--- src/rtl/ssr_params.svh ---
// constants for the status byte and service request block
`ifndef SSR_PARAMS_SVH
`define SSR_PARAMS_SVH

// status byte bit positions
`define SSR_BIT_UNUSED0 0
`define SSR_BIT_UNUSED1 1
`define SSR_BIT_ERRQ 2
`define SSR_BIT_QUES 3
`define SSR_BIT_MAV 4
`define SSR_BIT_ESB 5
`define SSR_BIT_MSS 6
`define SSR_BIT_OPER 7

// register widths
`define SSR_BYTE_W 8
`define SSR_QUES_W 16
`define SSR_OPER_W 16
`define SSR_ESR_W 8

// reset values
`define SSR_STB_RESET 8'h00
`define SSR_SRE_RESET 8'h00
`define SSR_RESP_RESET 8'h00

// enable positions that a write may change (0 and 1 stay zero)
`define SSR_SRE_WMASK 8'hFC
// status byte positions that may raise a request (6, 1 and 0 excluded)
`define SSR_REQ_MASK 8'hBC

// width of the undelivered request counter
`define SSR_REQ_CNT_W 4

`endif

--- src/rtl/ssr_pkg.sv ---
// types shared by the status byte and service request block
`include "ssr_params.svh"

package ssr_pkg;

  // commands arriving from the remote command parser
  typedef enum logic [1:0] {
    ssr_cmd_stb_query,
    ssr_cmd_sre_write,
    ssr_cmd_sre_query,
    ssr_cmd_serial_poll
  } ssr_cmd_code_type;

  // one command with its data byte
  typedef struct packed {
    logic valid;
    ssr_cmd_code_type code;
    logic [`SSR_BYTE_W-1:0] data;
  } ssr_cmd_type;

  // one answer byte
  typedef struct packed {
    logic valid;
    logic [`SSR_BYTE_W-1:0] data;
  } ssr_resp_type;

  // inputs from the lower registers and the queues
  typedef struct packed {
    logic [`SSR_QUES_W-1:0] ques_event;
    logic [`SSR_QUES_W-1:0] ques_enable;
    logic [`SSR_OPER_W-1:0] oper_event;
    logic [`SSR_OPER_W-1:0] oper_enable;
    logic [`SSR_ESR_W-1:0] esr_event;
    logic [`SSR_ESR_W-1:0] ese_enable;
    logic errq_nonempty;
    logic errq_push;
    logic msg_pending;
  } ssr_lower_type;

endpackage : ssr_pkg

--- src/rtl/ssr_summary_bit.sv ---
// sum bit of one lower register: or over event and enable
`timescale 1ns/10ps

module ssr_summary_bit #(
  parameter int WIDTH = 16
) (
  // register parts
  input wire logic [WIDTH-1:0] event_bits,
  input wire logic [WIDTH-1:0] enable_bits,
  // summary
  output logic summary
);

  // and each event with its enable, then or the lot
  assign summary = |(event_bits & enable_bits);

endmodule : ssr_summary_bit

--- src/rtl/ssr_status_byte.sv ---
// status byte, request enable register and service request generation
//
// How it works
// - bit 6 of the status byte is the summary of the other enabled bits
// - status byte query and serial poll both return the status byte
// - each status bit pairs with its enable bit; enable bit 6 ignored
// - an enabled status bit rising 0 to 1 raises a service request
// - enable register written by command, stored, and returned on query
// - bit 2 set when an entry enters the error queue
// - with bit 2 enabled, each new error entry adds one request until the count saturates; an enabled bit rising in that cycle shares it
// - bit 3 set when any enabled questionable event bit is set
// - bit 4 set while a readable message waits in the output queue
// - bit 5 set when any enabled standard event bit is set
// - bit 6 set when a request is due: an enabled bit is set
// - bit 7 set when any enabled operation event bit is set
// - each summary bit is or over event bits anded with enables
// - event summary bit follows the level of enabled event status bits
`timescale 1ns/10ps
`include "ssr_params.svh"

module ssr_status_byte #(
  parameter int REQ_CNT_W = `SSR_REQ_CNT_W
) (
  // clock and reset
  input wire logic mclk,
  input wire logic resetn,
  // command from the remote parser
  input wire ssr_pkg::ssr_cmd_type cmd,
  // lower registers and queues
  input wire ssr_pkg::ssr_lower_type lower,
  // answer to queries and polls
  output ssr_pkg::ssr_resp_type resp_q,
  // service request towards the controller
  output logic service_request_q,
  // live copies for observation
  output logic [`SSR_BYTE_W-1:0] status_summary_byte_q,
  output logic [`SSR_BYTE_W-1:0] request_enable_mask_q
);

  // write and request masks
  localparam logic [`SSR_BYTE_W-1:0] SRE_WMASK = `SSR_SRE_WMASK;
  localparam logic [`SSR_BYTE_W-1:0] REQ_MASK = `SSR_REQ_MASK;

  // reset values
  localparam logic [`SSR_BYTE_W-1:0] STB_RESET = `SSR_STB_RESET;
  localparam logic [`SSR_BYTE_W-1:0] SRE_RESET = `SSR_SRE_RESET;
  localparam logic [`SSR_BYTE_W-1:0] RESP_RESET = `SSR_RESP_RESET;

  // request counter end points
  localparam logic [REQ_CNT_W-1:0] CNT_ZERO = '0;
  localparam logic [REQ_CNT_W-1:0] CNT_ONE = REQ_CNT_W'(1);
  localparam logic [REQ_CNT_W-1:0] CNT_MAX = '1;

  // reset synchroniser
  logic rst_meta_d;
  logic rst_meta_q;
  logic rst_sync_d;
  logic rst_sync_q;

  // summaries of the lower registers
  logic ques_sum;
  logic oper_sum;
  logic esr_sum;

  // status byte state
  logic [`SSR_BYTE_W-1:0] stb_d;
  logic [`SSR_BYTE_W-1:0] stb_q;
  logic [`SSR_BYTE_W-1:0] enabled_bits;
  logic [`SSR_BYTE_W-1:0] rising_bits;
  logic new_request;

  // request event sources
  logic edge_request;
  logic entry_request;

  // request enable state
  logic [`SSR_BYTE_W-1:0] sre_d;
  logic [`SSR_BYTE_W-1:0] sre_q;

  // undelivered request counter
  logic poll_retire;
  logic [REQ_CNT_W-1:0] req_cnt_kept;
  logic [REQ_CNT_W-1:0] req_cnt_d;
  logic [REQ_CNT_W-1:0] req_cnt_q;
  logic service_request_d;

  // answer state
  ssr_pkg::ssr_resp_type resp_d;

  // command decode
  logic cmd_stb_query;
  logic cmd_sre_write;
  logic cmd_sre_query;
  logic cmd_poll;

  // synchroniser next values: only the second stage reads the first
  always_comb begin
    rst_meta_d = 1'b1;
    rst_sync_d = rst_meta_q;
  end

  // release of the external reset through two flip-flops
  always_ff @(posedge mclk or negedge resetn) begin
    if (!resetn) begin
      rst_meta_q <= 1'b0;
      rst_sync_q <= 1'b0;
    end else begin
      rst_meta_q <= rst_meta_d;
      rst_sync_q <= rst_sync_d;
    end
  end

  // questionable register sum bit
  ssr_summary_bit #(
    .WIDTH(`SSR_QUES_W)
  ) u_ques_sum (
    .event_bits(lower.ques_event),
    .enable_bits(lower.ques_enable),
    .summary(ques_sum)
  );

  // operation register sum bit
  ssr_summary_bit #(
    .WIDTH(`SSR_OPER_W)
  ) u_oper_sum (
    .event_bits(lower.oper_event),
    .enable_bits(lower.oper_enable),
    .summary(oper_sum)
  );

  // standard event register sum bit
  ssr_summary_bit #(
    .WIDTH(`SSR_ESR_W)
  ) u_esr_sum (
    .event_bits(lower.esr_event),
    .enable_bits(lower.ese_enable),
    .summary(esr_sum)
  );

  // command decode, one command per cycle at most
  always_comb begin
    cmd_stb_query = 1'b0;
    cmd_sre_write = 1'b0;
    cmd_sre_query = 1'b0;
    cmd_poll = 1'b0;
    if (cmd.valid) begin
      case (cmd.code)
        ssr_pkg::ssr_cmd_stb_query: begin
          cmd_stb_query = 1'b1;
        end
        ssr_pkg::ssr_cmd_sre_write: begin
          cmd_sre_write = 1'b1;
        end
        ssr_pkg::ssr_cmd_sre_query: begin
          cmd_sre_query = 1'b1;
        end
        ssr_pkg::ssr_cmd_serial_poll: begin
          cmd_poll = 1'b1;
        end
        default: begin
          // every code is listed above; all strobes stay low
          cmd_poll = 1'b0;
        end
      endcase
    end
  end

  // next status byte from the lower summaries
  always_comb begin
    stb_d = STB_RESET;
    // unused positions stay zero
    stb_d[`SSR_BIT_UNUSED0] = 1'b0;
    stb_d[`SSR_BIT_UNUSED1] = 1'b0;
    // a push counts at once, before the level catches up
    stb_d[`SSR_BIT_ERRQ] = lower.errq_nonempty | lower.errq_push;
    // bits 3, 5 and 7 carry the lower register sums
    stb_d[`SSR_BIT_QUES] = ques_sum;
    stb_d[`SSR_BIT_MAV] = lower.msg_pending;
    stb_d[`SSR_BIT_ESB] = esr_sum;
    stb_d[`SSR_BIT_OPER] = oper_sum;
    // pair each bit with its enable, enable bit 6 never counts
    enabled_bits = stb_d & sre_q & REQ_MASK;
    // main summary is the or of the other enabled bits
    stb_d[`SSR_BIT_MSS] = |enabled_bits;
  end

  // request events: enabled rising bits and each error entry while bit 2 is enabled
  always_comb begin
    rising_bits = stb_d & ~stb_q & sre_q & REQ_MASK;
    // several rising bits in one cycle make one request
    edge_request = |rising_bits;
    // every entry pushed while bit 2 is enabled is a request, shared with any enabled bit rising in the same cycle
    entry_request = lower.errq_push & sre_q[`SSR_BIT_ERRQ];
    new_request = edge_request | entry_request;
  end

  // status byte register
  always_ff @(posedge mclk or negedge rst_sync_q) begin
    if (!rst_sync_q) begin
      stb_q <= STB_RESET;
    end else begin
      stb_q <= stb_d;
    end
  end

  // enable register next value, low two bits dropped on write
  always_comb begin
    sre_d = sre_q;
    // bit 6 is stored but never forms a request
    if (cmd_sre_write) begin
      sre_d = cmd.data & SRE_WMASK;
    end
  end

  // enable register
  always_ff @(posedge mclk or negedge rst_sync_q) begin
    if (!rst_sync_q) begin
      sre_q <= SRE_RESET;
    end else begin
      sre_q <= sre_d;
    end
  end

  // request counter: a poll retires one, a new event adds one
  always_comb begin
    // a poll hands one pending request to the controller
    poll_retire = cmd_poll && (req_cnt_q != CNT_ZERO);
    req_cnt_kept = req_cnt_q;
    if (poll_retire) begin
      req_cnt_kept = req_cnt_q - CNT_ONE;
    end
    // nothing enabled left set: drop stale requests
    if (!stb_d[`SSR_BIT_MSS]) begin
      req_cnt_kept = CNT_ZERO;
    end
    // a new event adds one after the poll and the drop are applied; the count saturates
    req_cnt_d = req_cnt_kept;
    if (new_request && (req_cnt_kept != CNT_MAX)) begin
      req_cnt_d = req_cnt_kept + CNT_ONE;
    end
    // the line stays up while any request is undelivered
    service_request_d = (req_cnt_d != CNT_ZERO);
  end

  // request counter
  always_ff @(posedge mclk or negedge rst_sync_q) begin
    if (!rst_sync_q) begin
      req_cnt_q <= CNT_ZERO;
    end else begin
      req_cnt_q <= req_cnt_d;
    end
  end

  // request line, registered so the pin never glitches
  always_ff @(posedge mclk or negedge rst_sync_q) begin
    if (!rst_sync_q) begin
      service_request_q <= 1'b0;
    end else begin
      service_request_q <= service_request_d;
    end
  end

  // answer byte for queries and polls
  always_comb begin
    // idle cycles give no strobe and zero data
    resp_d.valid = 1'b0;
    resp_d.data = RESP_RESET;
    if (cmd_stb_query || cmd_poll) begin
      resp_d.valid = 1'b1;
      resp_d.data = stb_q;
    end else if (cmd_sre_query) begin
      resp_d.valid = 1'b1;
      resp_d.data = sre_q;
    end
  end

  // answer register
  always_ff @(posedge mclk or negedge rst_sync_q) begin
    if (!rst_sync_q) begin
      resp_q.valid <= 1'b0;
      resp_q.data <= RESP_RESET;
    end else begin
      resp_q <= resp_d;
    end
  end

  // observation copy of the status byte
  always_ff @(posedge mclk or negedge rst_sync_q) begin
    if (!rst_sync_q) begin
      status_summary_byte_q <= STB_RESET;
    end else begin
      status_summary_byte_q <= stb_d;
    end
  end

  // observation copy of the enable register
  always_ff @(posedge mclk or negedge rst_sync_q) begin
    if (!rst_sync_q) begin
      request_enable_mask_q <= SRE_RESET;
    end else begin
      request_enable_mask_q <= sre_d;
    end
  end

endmodule : ssr_status_byte

--- config.mk ---
export PLATFORM = sky130hd
export DESIGN_NAME = ssr_status_byte
export DESIGN_NICKNAME = d
export VERILOG_FILES = /design/src/rtl/ssr_pkg.sv /design/src/rtl/ssr_summary_bit.sv /design/src/rtl/ssr_status_byte.sv
export VERILOG_INCLUDE_DIRS = /design/src /design/src/rtl
export SDC_FILE = /design/constraint.sdc
export NUM_CORES = 1
export LEC_CHECK = 0
export CAP_MARGIN = 10
export CELL_PAD_IN_SITES_DETAIL_PLACEMENT = 1
export CELL_PAD_IN_SITES_GLOBAL_PLACEMENT = 1
export CORE_ASPECT_RATIO = 0.8
export CORE_UTILIZATION = 43
export DETAILED_ROUTE_END_ITERATION = 8
export DONT_BUFFER_PORTS = 1
export GPL_ROUTABILITY_DRIVEN = 0
export PLACE_DENSITY = 0.84
export SYNTH_ARGS = -nofsm -noshare
export SYNTH_HDL_FRONTEND = slang
export SYNTH_SLANG_ARGS = --single-unit
--- constraint.sdc ---
create_clock -name mclk -period 1 [get_ports mclk]
set_input_delay 0 -clock mclk [delete_from_list [all_inputs] [get_ports mclk]]
set_output_delay 0 -clock mclk [all_outputs]
set_load 0.05 [all_outputs]
# [Word level (Yosys, flattened, before mapping)]
# Index checks and enable logic that the tools add are counted.
# W data, S select, Z words.
[word_totals] output_inout_bits=26 reg_bits=28 elab_cells=48 inputBits=96
[classes] bitwise=10 mux=13 addsub=2 n_reduce_logical=11 n_eq_ne=4
[ops] cell="$and A16 B16 Y16" n=2
[ops] cell="$and A8 B8 Y8" n=4
[ops] cell="$reduce_or A16 Y1" n=2
[ops] cell="$mux W9" n=2
[ops] cell="$mux W4" n=3
[ops] cell="$reduce_or A5 Y1" n=2
[ops] cell="$mux W1" n=8
[ops] cell="$not A8 Y8" n=1
[ops] cell="$reduce_bool A4 Y1" n=2
[ops] cell="$reduce_or A8 Y1" n=1
[ops] cell="$add A4 B1 Y4 const B" n=1
[ops] cell="$eq A2 B2 Y1 const B" n=2
[ops] cell="$ne A4 B4 Y1 const B" n=1
[ops] cell="$sub A4 B1 Y4 const B" n=1
[ops] cell="$eq A2 B1 Y1 const B" n=1
[ops] cell="$logic_and A1 B1 Y1" n=2
[ops] cell="$logic_not A2 Y1" n=1
[ops] cell="$or A1 B1 Y1" n=2
[ops] cell="$and A1 B1 Y1" n=1
[ops] cell="$logic_or A1 B1 Y1" n=1

# [Longest topological paths before layout]
[depth] ltp_word=11 mapped_depth=10 depth_no_buf=10

# [Cells and area by module]
# From an unflattened synthesis, not the netlist that was laid out.
[unflattened] hier_cells=135 area_unflattened_um2=1511.4
[modules_own_cells] module="ssr_status_byte" cells_per_inst=112 area_each_um2=1272.5 n_inst=1 seq_area_each_um2=650.6
[modules_own_cells] module="ssr_summary_bit at u_oper_sum ..." cells_per_inst=9 area_each_um2=101.3 n_inst=2 seq_area_each_um2=0.0
[modules_own_cells] module="ssr_summary_bit at u_esr_sum" cells_per_inst=5 area_each_um2=36.3 n_inst=1 seq_area_each_um2=0.0

# [Least setup slack after synthesis]
# Ideal clock, no wire load.
[synth_path] kind="reg-to-reg" start="register, netlist name request_enable_mask_q[2]" end="register service_request_q" path_buffers=0 t_required_ps=876 setup_time_ps=124 setup_slack_ps=-1601 stages_incl_launch_ff=11 period_less_slack_ps=2601 arrival_time_ps=2477 cell_sequence="dfrtp_1 > o21ai_0 > nand2_1 > a21o_1 > a221oi_4 > a211oi_1 > ha_1 > nand3b_1 > o22ai_2 > or3b_1 > a211o_1"
[synth_rtl] element="end signal: assignment" line="ssr_status_byte.sv:259" text="service_request_q <= service_request_d;"
[synth_rtl] element="end: declaration" line="ssr_status_byte.sv:34" text="output logic service_request_q,"

# [Worst setup path after layout]
[layout_path] start="register req_cnt_q[0]" end="register service_request_q"
[layout_via] elab_chain_len=8 word_cells_on_any_way=10 classes_between="add/sub (2); eq/ne (1); mux (3); reduce/logical (4)"
[layout_lines] element="start: declaration" line="ssr_status_byte.sv:84" text="logic [REQ_CNT_W-1:0] req_cnt_q;"
[layout_lines] element="start signal: assignment" line="ssr_status_byte.sv:250" text="req_cnt_q <= req_cnt_d;"
[layout_lines] element="branches (longest 2 deep; another with $sub A4 B1 Y4)"
[layout_lines] element="$mux W4 *" line="ssr_status_byte.sv:229" text="if (poll_retire) begin"
[layout_lines] element="$mux W4 *" line="ssr_status_byte.sv:233" text="if (!stb_d[`SSR_BIT_MSS]) begin"
[layout_lines] element="branches (longest 2 deep; another with $add A4 B1 Y4)"
[layout_lines] element="$mux W4 *" line="ssr_status_byte.sv:238" text="if (new_request && (req_cnt_kept != CNT_MAX)) begin"
[layout_lines] element="$reduce_bool A4 Y1 *" line="ssr_status_byte.sv:242" text="service_request_d = (req_cnt_d != CNT_ZERO);"
[layout_lines] element="net service_request_d" line="ssr_status_byte.sv:85" text="logic service_request_d;"
# Mark *: on every way through the listed nets, which the timed path passes.
# A chain may end at the register's enable or synchronous reset.

==> results.sh <==
export IMPL_whs_path_depth=2
export IMPL_crit_chain="buf_6 -> or3_4 -> a211oi_2 -> xnor2_1 -> nand3b_1 -> o22ai_2 -> or3b_1 -> a211o_1"
export IMPL_fill_cells=340
export IMPL_antenna_found_initial=0
export IMPL_final_nets=300
export IMPL_drt_iter0_markers=69
export IMPL_fmax_mhz=410
export IMPL_static_leakage_power_nw=1.00
export IMPL_ys_warn_count=0
export IMPL_critical_path_arrival_ps=2620
export IMPL_fin_crit_sh_pct=244
export IMPL_area_growth_syn_to_layout_pct=51.6
export IMPL_relSlewSlack_pct=63.8
export IMPL_layout_min_cycle_time_ps=2440
export IMPL_dp_hpwl_um=4230
export IMPL_ys_ff_latch=26
export IMPL_num_antenna_cells=0
export IMPL_numPortBuffers=0
export IMPL_worstPathMaxFanout=3
export IMPL_drive_gt1_share_pct=53.2
export IMPL_peakVddDrop_mv=1.59
export IMPL_max_stage_delay_ps=430
export IMPL_slowest_stage="dfrtp_1"
export IMPL_clk_latency_ps=280
export IMPL_min_to="status_summary_byte_q[7]"
export IMPL_layout_cells_non_filler=243
export IMPL_rows=19
export IMPL_synth_edf_count=0
export IMPL_yosysSeqAreaShare_pct=41.6
export IMPL_power_density_nw_per_um2=2290
export IMPL_total_power_mw=5.42
export IMPL_die_w_um=69.4
export IMPL_path_clk_slew_ps=100
export IMPL_wl_per_cell_um=25.9
export IMPL_grt_pass1_vias=1665
export IMPL_drt_wl_total_um=6290
export IMPL_r2r_end="service_request_q"
export IMPL_synth_top_cell_area_share_pct=41.6
export IMPL_setup_viol=12
export IMPL_coreArea_um2=3450
export IMPL_switching_share_pct=38.3
export IMPL_cp_start_kind="flop"
export IMPL_drt_pass1_iter_count=4
export IMPL_p_sw_mw=2.08
export IMPL_r2r_slack_ps=-1440
export IMPL_synth_ff_type="dfrtp_1"
export IMPL_grt_pass1_wl_um=9150
export IMPL_required_ps=1180
export IMPL_io_pins=122
export IMPL_crit_type="flop to flop"
export IMPL_worst_path_buf_inv=1
export IMPL_pwr_share_clk_pct=16.7
export IMPL_cts_tree="yes"
export IMPL_avgViaCountPerCell=6.25
export IMPL_synth_area_um2=1560
export IMPL_final_setup_worst_slack_ps=-1440
export IMPL_synth_cells=146
export IMPL_pwr_share_seq_pct=28.1
export IMPL_track_usage_pct=31.8
export IMPL_grt_setup_unrepaired="yes"
export IMPL_dieArea_um2=3880
export IMPL_async_flop_share_pct=100
export IMPL_ant_nets=0
export IMPL_yosys_cell_types_count=41
export IMPL_cts_sinks=26
export IMPL_status="finished, violations left"
export IMPL_hold_path_startpoint="lower[32]"
export IMPL_h_tree_depth=1
export IMPL_p_int_mw=3.34
export IMPL_cap_violations=0
export IMPL_synth_top_area_cell="dfrtp_1"
export IMPL_avgSynthCellArea_um2=10.7
export IMPL_numCtsBuffers=3
export IMPL_ff2ff_path_depth=8
export IMPL_cts_hold_buf=13
export IMPL_tightestPinTransition_ps=542
export IMPL_hold_viol=1
export IMPL_synth_area_top_cells="dfrtp_1, a221oi_2, mux2_2"
export IMPL_grt_ovfl_total=0
export IMPL_worstHoldPathType="primary input to flop"
export IMPL_violations="hold timing, setup timing"
export IMPL_initial_core_util_pct=45.3
export IMPL_crit_family="simple AND/OR/NAND/NOR gates"
export IMPL_comb_power_share_pct=55.2
export IMPL_holdWs_ps=-89.0
export IMPL_end_kind="flop"
export IMPL_r2r_start="req_cnt_q[0]"
export IMPL_num_vias=1519
export IMPL_place_inst=215
export IMPL_final_max_slew_viol_count=0
export IMPL_dieHeight_um=55.9
export IMPL_clockBufferDepth=2
export IMPL_grt_max_degree=25
export IMPL_cts_root_buf="clkbuf_8"
export IMPL_skew_ps=6.54
export IMPL_remaining_drc_errors=0
power by group through the flow:
stage / sequential [mW] / clock (mW) / combinational [mW]
final: 1.52 / 0.903 / 2.99
after CTS: 1.50 / 0.896 / 2.39
after global placement: 1.47 / 0 / 1.79
after floorplan: 1.72 / 0 / 0.992
after global routing: 1.54 / 0.959 / 3.14
after detailed placement: 1.48 / 0 / 1.96
worst register-to-register path, stage by stage (launching register included):
cell,delay [ps]
dfrtp_1,430
buf_6,140
or3_4,330
a211oi_2,250
xnor2_1,150
nand3b_1,220
o22ai_2,150
or3b_1,370
a211o_1,300
placed cells by master (no fill, tap or decap), types with 4 or more instances in the layout:
| master | count |
|---|---|
| a22oi_1 | 4 |
| dfrtp_1 | 14 |
| dfrtp_2 | 12 |
| nor2_2 | 6 |
| nor2b_1 | 8 |
| buf_12 | 4 |
| mux2_2 | 4 |
| dlygate4sd3_1 | 13 |
| buf_4 | 26 |
| nor2_1 | 7 |
| a22o_1 | 8 |
| mux2_4 | 4 |
| a221oi_2 | 8 |
| conb_1 | 7 |
| buf_6 | 11 |
| nand2_1 | 4 |
layer usage:
layer	vias up	wire length [um]	GRT usage (%)
li1	643	-	-
met1	771	2540	35.7
met2	88	3260	59.5
met3	17	319	6.88
met4	0	173	10.8
met5	-	0	0
cell usage after synthesis, drive strengths merged, types with 2 or more instances:
library cell	count
a22o	8
xnor2	3
dfrtp	26
ha	2
nand2b	2
a221oi	9
mux2i	7
nand2	6
a22oi	4
inv	5
a211oi	2
buf	7
mux2	8
nand3	2
a21oi	7
nor2b	8
conb	2
nor2	15
nand4	4
o21ai	3
o22ai	2
worst max path at each step:
stage	depth (start not counted)	endpoint	slack, ps	startpoint
floorplan	8	service_request_q	-1420	request_enable_mask_q[2]
global placement	8	service_request_q	-1300	lower[35]
detailed placement	10	service_request_q	-1400	req_cnt_q[1]
CTS	10	service_request_q	-1330	request_enable_mask_q[2]
global route	8	service_request_q	-1530	req_cnt_q[0]
finish	8	service_request_q	-1440	req_cnt_q[0]
sequential cells by signal, indices dropped and copies added (netlist names):
register and cells:
resp_q 7, request_enable_mask_q 6, status_summary_byte_q 6, req_cnt_q 4, rst_meta_q 1, rst_sync_q 1, service_request_q 1
what timing repair did:
item	in CTS	in global routing
endpoints found under the hold margin	18	1
gates resized for setup	30	28
pin swaps	9	10
endpoints found under the setup margin	14	15
setup buffers	6	9
gates cloned	0	0
layout make-up:
cell class / count / area, um2 / area share, %
clock inverter: 1 / 30.0 / 1.27
clock buffer: 3 / 41.3 / 1.74
tap: 42 / 52.6 / 2.22
inverter: 5 / 18.8 / 0.792
sequential: 26 / 666 / 28.1
multi-input combinational: 112 / 1030 / 43.6
timing repair buffer: 54 / 529 / 22.3
cell families after synthesis:
logic type | count (synthesis) | share of synthesized area [%]
simple gates | 43 | 14.6
compound gates | 42 | 25.1
flops | 26 | 41.6
mux | 15 | 10.2
buf+inv | 13 | 4.64
xor+xnor | 3 | 1.68
fa+ha+maj | 2 | 1.60
other cells | 2 | 0.481
through the flow:
| step | utilization, % | worst slack (ps) | hold WS [ps] | cell area (um2) | TNS, ps |
|---|---|---|---|---|---|
| 6_report | 68.7 | -1440 | -89.0 | 2370 | -7540 |
| 3_3_place_gp | 53.6 | -1300 | -296 | 1850 | -5900 |
| 5_1_grt | 68.7 | -1530 | -93.8 | 2370 | -8170 |
| 4_1_cts | 63.6 | -1330 | -76.0 | 2190 | -6300 |
| 2_1_floorplan | - | -1420 | -296 | 1620 | -5550 |
| 3_5_place_dp | 53.6 | -1400 | -296 | 1850 | -6810 |
(Power assumes the default switching activity.)
